===== src/hdl/uvs_params.svh =====
/*
 * Constants of the up/down volume stepper: index codes, gain mapping and
 * the press-and-hold ramp schedule, counted in edges of the volume clock pin.
 * Assumes the nominal internal oscillator rate given below.
 */
`ifndef UVS_PARAMS_SVH
`define UVS_PARAMS_SVH

// Volume index codes
`define UVS_IDX_MUTE 5'h00
`define UVS_IDX_MAX 5'h1F
`define UVS_IDX_RET_DEFAULT 5'h10

// Gain mapping in dB, two's complement
`define UVS_GAIN_OFFSET_DB 8'h2A
`define UVS_GAIN_MUTE_DB 8'hAB
`define UVS_GAIN_TOP_DB 8'h14
`define UVS_SE_DROP_DB 8'h06

// Clock pin edges per step without ramp delay
`define UVS_STEP_EDGES 32'h0000_0004

// Internal oscillator nominal rate and ramp intervals (40, 400, 200, 120, 80 ms)
`define UVS_INT_CLK_HZ 32'h0000_0064
`define UVS_MS_PER_S 32'h0000_03E8
`define UVS_T_FIRST_MS 32'h0000_0028
`define UVS_T_SECOND_MS 32'h0000_0190
`define UVS_T_THIRD_MS 32'h0000_00C8
`define UVS_T_FOURTH_MS 32'h0000_0078
`define UVS_T_FIFTH_MS 32'h0000_0050

`define UVS_CYC_FIRST ((`UVS_T_FIRST_MS * `UVS_INT_CLK_HZ) / `UVS_MS_PER_S)
`define UVS_CYC_SECOND ((`UVS_T_SECOND_MS * `UVS_INT_CLK_HZ) / `UVS_MS_PER_S)
`define UVS_CYC_THIRD ((`UVS_T_THIRD_MS * `UVS_INT_CLK_HZ) / `UVS_MS_PER_S)
`define UVS_CYC_FOURTH ((`UVS_T_FOURTH_MS * `UVS_INT_CLK_HZ) / `UVS_MS_PER_S)
`define UVS_CYC_FIFTH ((`UVS_T_FIFTH_MS * `UVS_INT_CLK_HZ) / `UVS_MS_PER_S)

`endif


===== src/hdl/uvs_pkg.sv =====
/*
 * Types shared by the volume stepper modules.
 * Assumes nothing beyond a SystemVerilog compiler.
 */
package uvs_pkg;

    // Pin levels as seen inside the device
    typedef struct packed {
        logic vol_clk;
        logic up_n;
        logic down_n;
        logic ext_mode;
        logic se_mode;
        logic ret_ok;
        logic main_power;
    } uvs_pins_s;

    // Ramp position: interval expected before the next step
    typedef enum logic [2:0] {
        PH_IDLE,
        PH_FIRST,
        PH_SECOND,
        PH_THIRD,
        PH_FOURTH,
        PH_FIFTH,
        PH_REPEAT
    } uvs_phase_e;

endpackage


===== src/hdl/uvs_gain_map.sv =====
/*
 * Maps a volume index to gain in dB for bridge or single-ended output.
 * Assumes index 0 is mute and each higher index adds one 2 dB step.
 */
`timescale 1ns/1ns
`include "uvs_params.svh"
module uvs_gain_map (
    input wire logic [4:0] idx_in,
    input wire logic se_in,
    output logic [7:0] gain_out
);
    logic [7:0] bridge;

    always_comb begin
        // Bridge: 20 dB down to -40 dB, then mute
        if (idx_in == `UVS_IDX_MUTE) begin
            bridge = `UVS_GAIN_MUTE_DB;
        end else begin
            bridge = 8'({3'h0, idx_in, 1'b0}) - `UVS_GAIN_OFFSET_DB;
        end
        // Single-ended is 6 dB lower
        gain_out = se_in ? (bridge - `UVS_SE_DROP_DB) : bridge;
    end

endmodule


===== src/hdl/uvs_pin_sync.sv =====
/*
 * Three-stage synchroniser for the device pins. The held level follows a
 * change once the second and third stages agree.
 * Assumes pins are asynchronous to ref_clk_in.
 */
`timescale 1ns/1ns
module uvs_pin_sync
    import uvs_pkg::*;
#(
    parameter uvs_pins_s RST_VAL = '0
) (
    input wire logic ref_clk_in,
    input wire logic rst_n_in,
    input wire logic ce_in,
    input wire uvs_pins_s pins_in,
    output uvs_pins_s pins_out
);
    localparam int W = $bits(uvs_pins_s);

    logic [W-1:0] st1;
    logic [W-1:0] st2;
    logic [W-1:0] st3;
    logic [W-1:0] held;
    logic [W-1:0] next_held;

    // Accept a new level only when stages two and three agree
    for (genvar i = 0; i < W; i++) begin : g_bit
        assign next_held[i] = (st2[i] == st3[i]) ? st3[i] : held[i];
    end

    always_ff @(posedge ref_clk_in or negedge rst_n_in) begin
        if (!rst_n_in) begin
            st1 <= RST_VAL;
            st2 <= RST_VAL;
            st3 <= RST_VAL;
            held <= RST_VAL;
        end else if (ce_in) begin
            st1 <= pins_in;
            st2 <= st1;
            st3 <= st2;
            held <= next_held;
        end
    end

    assign pins_out = held;

endmodule


===== src/hdl/uvs_updown_stepper.sv =====
/*
 * Up/down volume stepper: samples the volume clock pin and the two request
 * pins, runs the press-and-hold ramp or the plain external-clock edge count,
 * and keeps a saturating 32-entry volume index with its gain.
 * Assumes all pins are asynchronous and slow against ref_clk_in; rst_n_in
 * marks the first power-up of the retention supply.
 */
// Summary of operation
// - First power-up without retained setting starts at the mute entry.
// - Each accepted request with increase pin low raises gain one 2 dB step.
// - Each accepted request with decrease pin low lowers gain one 2 dB step.
// - Internal clock: step after four low samples, then a delay follows.
// - Ramp: first step 40 ms, second 400 ms later, third 200 ms later.
// - Fourth step 120 ms later, fifth 80 ms later, then every four cycles.
// - Pins sampled on rising clock edges; volume changes after completing edge.
// - External clock: no ramp delays, every four low edges give a step.
// - External edge count persists between requests; surplus carries forward.
// - Index survives main power loss while retention supply stays up.
// - Retention loss loads the -10 dB bridge entry (-16 dB single-ended).
`timescale 1ns/1ns
`include "uvs_params.svh"
module uvs_updown_stepper
    import uvs_pkg::*;
(
    input wire logic ref_clk_in,
    input wire logic rst_n_in,
    input wire logic ce_in,
    input wire logic vol_clk_pin_in,
    input wire logic vol_up_n_in,
    input wire logic vol_down_n_in,
    input wire logic clk_source_ext_in,
    input wire logic output_config_select_in,
    input wire logic retention_supply_ok_in,
    input wire logic main_power_ok_in,
    output logic [4:0] vol_index_out,
    output logic [7:0] gain_db_out,
    output logic mute_out,
    output logic step_up_out,
    output logic step_down_out
);
    localparam uvs_pins_s PINS_IDLE = '{
        vol_clk: 1'b0, up_n: 1'b1, down_n: 1'b1, ext_mode: 1'b0,
        se_mode: 1'b0, ret_ok: 1'b1, main_power: 1'b0};

    uvs_pins_s raw_pins;
    uvs_pins_s pins;

    logic clk_prev;
    logic next_clk_prev;
    logic clk_rise;
    logic req_up;
    logic req_down;
    logic dir_valid;

    uvs_phase_e phase;
    uvs_phase_e next_phase;
    uvs_phase_e base_phase;
    logic [5:0] cnt;
    logic [5:0] next_cnt;
    logic [5:0] base_cnt;
    logic [2:0] ext_cnt;
    logic [2:0] next_ext_cnt;
    logic held_up;
    logic next_held_up;
    logic do_step;

    logic [4:0] idx;
    logic [4:0] next_idx;
    logic [7:0] next_gain;
    logic next_mute;
    logic next_step_up;
    logic next_step_down;

    // Interval length in clock pin edges for each ramp position
    function automatic logic [5:0] interval(input uvs_phase_e ph);
        logic [5:0] r;
        r = 6'(`UVS_STEP_EDGES);
        unique case (ph)
            PH_IDLE: r = 6'(`UVS_STEP_EDGES);
            PH_FIRST: r = 6'(`UVS_CYC_FIRST);
            PH_SECOND: r = 6'(`UVS_CYC_SECOND);
            PH_THIRD: r = 6'(`UVS_CYC_THIRD);
            PH_FOURTH: r = 6'(`UVS_CYC_FOURTH);
            PH_FIFTH: r = 6'(`UVS_CYC_FIFTH);
            PH_REPEAT: r = 6'(`UVS_STEP_EDGES);
        endcase
        return r;
    endfunction

    // Ramp position after a step
    function automatic uvs_phase_e advance(input uvs_phase_e ph);
        uvs_phase_e r;
        r = PH_REPEAT;
        unique case (ph)
            PH_IDLE: r = PH_FIRST;
            PH_FIRST: r = PH_SECOND;
            PH_SECOND: r = PH_THIRD;
            PH_THIRD: r = PH_FOURTH;
            PH_FOURTH: r = PH_FIFTH;
            PH_FIFTH: r = PH_REPEAT;
            PH_REPEAT: r = PH_REPEAT;
        endcase
        return r;
    endfunction

    assign raw_pins = '{
        vol_clk: vol_clk_pin_in, up_n: vol_up_n_in, down_n: vol_down_n_in,
        ext_mode: clk_source_ext_in, se_mode: output_config_select_in,
        ret_ok: retention_supply_ok_in, main_power: main_power_ok_in};

    uvs_pin_sync #(
        .RST_VAL(PINS_IDLE)
    ) u_sync (
        .ref_clk_in(ref_clk_in),
        .rst_n_in(rst_n_in),
        .ce_in(ce_in),
        .pins_in(raw_pins),
        .pins_out(pins)
    );

    // Rising edge of the volume clock and request decode
    always_comb begin
        next_clk_prev = pins.vol_clk;
        clk_rise = pins.vol_clk && !clk_prev;
        req_up = !pins.up_n;
        req_down = !pins.down_n;
        dir_valid = req_up ^ req_down;
    end

    always_ff @(posedge ref_clk_in or negedge rst_n_in) begin
        if (!rst_n_in) begin
            clk_prev <= 1'b0;
        end else if (ce_in) begin
            clk_prev <= next_clk_prev;
        end
    end

    // Step scheduler
    always_comb begin
        next_phase = phase;
        next_cnt = cnt;
        next_ext_cnt = ext_cnt;
        next_held_up = held_up;
        base_phase = phase;
        base_cnt = cnt;
        do_step = 1'b0;
        if (pins.main_power) begin
            if (pins.ext_mode) begin
                next_phase = PH_IDLE;
                next_cnt = 6'h00;
                // Count persists across requests, no ramp delay
                if (dir_valid && clk_rise) begin
                    if (ext_cnt == 3'(`UVS_STEP_EDGES - 1)) begin
                        do_step = 1'b1;
                        next_ext_cnt = 3'h0;
                    end else begin
                        next_ext_cnt = ext_cnt + 3'h1;
                    end
                end
            end else if (!dir_valid) begin
                next_phase = PH_IDLE;
                next_cnt = 6'h00;
            end else begin
                // New press or direction change restarts the ramp
                if (phase == PH_IDLE || req_up != held_up) begin
                    base_phase = PH_FIRST;
                    base_cnt = 6'h00;
                end
                next_held_up = req_up;
                next_phase = base_phase;
                next_cnt = base_cnt;
                if (clk_rise) begin
                    if (base_cnt == interval(base_phase) - 6'h01) begin
                        do_step = 1'b1;
                        next_cnt = 6'h00;
                        next_phase = advance(base_phase);
                    end else begin
                        next_cnt = base_cnt + 6'h01;
                    end
                end
            end
        end else begin
            // Power loss drops any ramp in progress
            next_phase = PH_IDLE;
            next_cnt = 6'h00;
        end
    end

    always_ff @(posedge ref_clk_in or negedge rst_n_in) begin
        if (!rst_n_in) begin
            phase <= PH_IDLE;
            cnt <= 6'h00;
            ext_cnt <= 3'h0;
            held_up <= 1'b0;
        end else if (ce_in) begin
            phase <= next_phase;
            cnt <= next_cnt;
            ext_cnt <= next_ext_cnt;
            held_up <= next_held_up;
        end
    end

    // Volume index and outputs
    always_comb begin
        next_idx = idx;
        next_step_up = 1'b0;
        next_step_down = 1'b0;
        if (!pins.ret_ok) begin
            next_idx = `UVS_IDX_RET_DEFAULT;
        end else if (do_step) begin
            if (req_up && idx != `UVS_IDX_MAX) begin
                next_idx = idx + 5'h01;
                next_step_up = 1'b1;
            end else if (req_down && idx != `UVS_IDX_MUTE) begin
                next_idx = idx - 5'h01;
                next_step_down = 1'b1;
            end
        end
        next_mute = (next_idx == `UVS_IDX_MUTE);
    end

    uvs_gain_map u_map (
        .idx_in(next_idx),
        .se_in(pins.se_mode),
        .gain_out(next_gain)
    );

    always_ff @(posedge ref_clk_in or negedge rst_n_in) begin
        if (!rst_n_in) begin
            idx <= `UVS_IDX_MUTE;
            gain_db_out <= `UVS_GAIN_MUTE_DB;
            mute_out <= 1'b1;
            step_up_out <= 1'b0;
            step_down_out <= 1'b0;
        end else if (ce_in) begin
            idx <= next_idx;
            gain_db_out <= next_gain;
            mute_out <= next_mute;
            step_up_out <= next_step_up;
            step_down_out <= next_step_down;
        end
    end

    assign vol_index_out = idx;
endmodule


===== config.mk =====
export PLATFORM = sky130hd
export DESIGN_NAME = uvs_updown_stepper
export DESIGN_NICKNAME = d
export VERILOG_FILES = /design/src/hdl/uvs_pkg.sv /design/src/hdl/uvs_gain_map.sv /design/src/hdl/uvs_pin_sync.sv /design/src/hdl/uvs_updown_stepper.sv
export VERILOG_INCLUDE_DIRS = /design/src /design/src/hdl
export SDC_FILE = /design/constraint.sdc
export NUM_CORES = 1
export LEC_CHECK = 0
export BUFFER_PORTS_ARGS = -buffer_cell sky130_fd_sc_hd__buf_2
export CAP_MARGIN = 10
export CORE_MARGIN = 1.5
export CORE_UTILIZATION = 48
export CTS_CLUSTER_DIAMETER = 50
export CTS_CLUSTER_SIZE = 25
export DETAILED_ROUTE_END_ITERATION = 8
export PLACE_DENSITY = 0.77
export SLEW_MARGIN = 20
export SYNTH_ARGS = -nofsm -noshare
export SYNTH_HDL_FRONTEND = slang
export SYNTH_SLANG_ARGS = --single-unit

===== constraint.sdc =====
create_clock -name ref_clk_in -period 5.72 [get_ports ref_clk_in]
set_clock_uncertainty 0.2 [all_clocks]
set_input_delay 0.572 -clock ref_clk_in [delete_from_list [all_inputs] [get_ports ref_clk_in]]
set_output_delay 0.572 -clock ref_clk_in [all_outputs]
set_load 0.05 [all_outputs]

==> run metrics <==
status=finished clean; total power=around 1.2 mW; multiplexer area fraction after synthesis=9.98%; fmax=181 MHz; crit path max-delay cell type=dfstp_2; Slew HR=48.6%; DP Cell Count=462; residual overflow from global routing=0; Crit path largest cell delay=550 ps; # setup viols final=0; Synth Register Bits=57; Leakage=~1.7 nW; Post-synth top flop=dfrtp_1; Clk pin slew, worst setup/hold paths=70 ps; Core Region=0.00691 sq mm; worst hold slack=172 ps; area fraction in compound gates after synthesis=18.3%; CTS tree=built; setup_tns=0 ps; Min-Delay Path Class=input pin to asynchronous set/reset pin; Post-Synth Adder-Cell Area=5.05%; Seq/Total Area, Yosys=41.7%; post-place setup slack=-52.1 ps; Placed Area=0.00373 sq mm; vias after detailed routing=about 2800; Post-synth EDFFs=0; cts bufs inserted=9; Ys Warns=0; Fill cells=between 500 and 600; std cell rows=30; CTS Buffer Depth=2; Die Ht=88.1 microns; Syn Nets=369; GRT Overall Usage=20.4%; Ant. Diodes=0; WP data required=5790 ps; Hold Violations, Final=0; Cell Pwr Density=302 mW/mm^2; drt wl/cell=16.1 microns; vias in the first global route=around 2700; count of antenna-violating nets left after detailed routing=0; GP Congestion=~0.96; Starting Density=50.3%; pin count of the biggest net entering global routing=76; CTS Sinks=57; Crit Path Category=flop to flop; Post-Syn Area=about 0.0035 sq mm; xor and xnor area share after synthesis=3.50%; Root Buffer=clkbuf_8; nature of the critical path endpoint=flop; starting DRC count in detailed routing=174; ys async rst share=100%; Netlist cell types=72; crit path DAT=around 5600 ps; max cap viols=0; crit-path max FO=5; first-pass GRT wire length=12300 microns; Final Cycle Share=just under 100%; layout cells sized above 1=36.0%; chip width=88.1 microns; PnR worst setup slack=191 ps; Avg Cell Area, Syn=10.1 sq um; main combinational cell family by area after synthesis=compound AO/OA/AOI/OAI gates; DP HPWL=4980 microns; Post-route DRC=0; Layout Cells excl Fill=485; Buf/Inv on CP=1; post-route cell area=0.00411 sq mm; Layout area overhead=18.2%; port bufs=25; overall routed net length=just under 8000 microns; CTS H-tree depth=3; initial antenna violation count=0; post-synthesis cell count=345; First-pass DRT Iterations=5; Tightest Pin Transition=approximately 770 ps; Util after Layout=59.4%; max-slew violation count=0; Clk Latency, worst-skew pair=340 ps; startpoint types=flop; fin nets=between 400 and 500; cell family with most CP delay=simple AND/OR/NAND/NOR gates; DR vias/cell=about 6; crit path time final=5530 ps; VDD IR max=0.235 mV; IO Pins=26; fraction of the mapped netlist area in simple logic gates=17.4%; die footprint=0.00775 sq mm
kinds of logic (layout without fill, tap and decap cells):
| kind of cell | Yosys count | in the layout |
|---|---|---|
| adders and majority gates | 14 | 14 |
| and+or+nand+nor | 111 | 111 |
| DFF | 57 | 57 |
| buffers and inverters | 32 | 76 |
| muxes | 31 | 31 |
| xor gates and xnor gates | 13 | 13 |
| AOI/OAI and AO/OA | 87 | 87 |
sequential cells by signal, indices dropped and copies added, names as in the netlist:
register	cells
clk_prev	1
cnt	6
ext_cnt	3
gain_db_out	8
held_up	1
phase	3
step_down_out	1
step_up_out	1
u_sync.pins_out	7
u_sync.st1	7
u_sync.st2	7
u_sync.st3	7
vol_index_out	5
what timing repair did:
| item | CTS | global route |
|---|---|---|
| endpoints found under the setup margin | 2 | 6 |
| hold endpoints to repair | 0 | 0 |
| pin swaps | 1 | 14 |
| setup buffers | 2 | 5 |
| hold buffers | 0 | 0 |
| gates resized for setup | 3 | 23 |
cell usage after synthesis (2+ instances only):
master,n,share of area (%)
or3_1,3,0.54
nand2b_1,7,1.3
nand2_1,26,2.8
mux2i_1,2,0.58
nand4_1,5,0.90
and3_1,3,0.54
nor2_1,32,3.5
mux2_2,29,9.4
xnor2_1,10,2.5
o32ai_1,2,0.50
dfrtp_1,40,29
buf_1,3,0.32
nor3_1,4,0.58
nand3_1,6,0.86
clkbuf_1,7,0.76
o22ai_1,3,0.54
and3_2,2,0.43
o21ai_0,11,1.6
xor2_1,2,0.50
ha_1,14,5.0
a211o_1,2,0.50
o31ai_1,5,1.1
a31oi_1,3,0.54
nor2b_1,3,0.54
dfstp_2,17,13
a211oi_1,3,0.65
a211o_2,2,0.58
o211ai_1,4,0.86
o21ai_1,3,0.43
or2_2,2,0.36
buf_6,2,0.65
a22o_1,3,0.76
inv_1,18,1.9
a21oi_1,29,4.2
final cells by class:
class	instances	area [sq um]	share of cell area (%)
clock inverter	5	56.3	1.37
multi-input combinational	256	2020	49.3
sequential	57	1450	35.3
inverter	18	70.1	1.71
clock buffer	11	131	3.20
timing repair buffer	42	256	6.25
tap	96	120	2.93
cell usage in the layout, fill, tap and decap left out, types with 6 or more instances in the layout:
cell	instances
buf_4	16
ha_1	10
buf_2	25
dfstp_2	17
dfrtp_1	40
clkbuf_8	9
nand2b_1	7
o21ai_0	11
a21oi_1	28
inv_1	16
nand2_1	26
nor2_1	30
mux2_2	29
nand3_1	6
xnor2_1	9
routing by layer:
metal | vias up | share of wire (%) | track usage (%)
li1 | 1324 | - | -
met1 | 1399 | 44 | 26.3
met2 | 102 | 49 | 32.9
met3 | 22 | 5.3 | 5.75
met4 | 0 | 1.9 | 7.53
met5 | - | 0 | 0
where the power goes:
part	internal (mW)	switching [mW]	total [mW]	leakage [nW]
logic	0.146	0.205	0.351	0.924
clock network	0.200	0.165	0.366	0.0933
registers	0.468	0.0548	0.523	0.677
final timing paths:
path	slack [ps]	start	cells after the start	to
max	190	u_sync.pins_out[5]$_DFFE_PN1P_	25	gain_db_out[5]$_DFFE_PN1P_
min	170	rst_n_in	2	u_sync.st3[2]$_DFFE_PN0P_
max reg2reg	190	u_sync.pins_out[5]$_DFFE_PN1P_	25	gain_db_out[5]$_DFFE_PN1P_
min reg2reg	280	cnt[1]$_DFFE_PN0P_	2	cnt[1]$_DFFE_PN0P_
max in group asynchronous	4690	rst_n_in	2	cnt[4]$_DFFE_PN0P_
min in group ref_clk_in	270	vol_clk_pin_in	2	u_sync.st1[6]$_DFFE_PN0P_
Note: power is estimated with default switching activity, not from simulation.
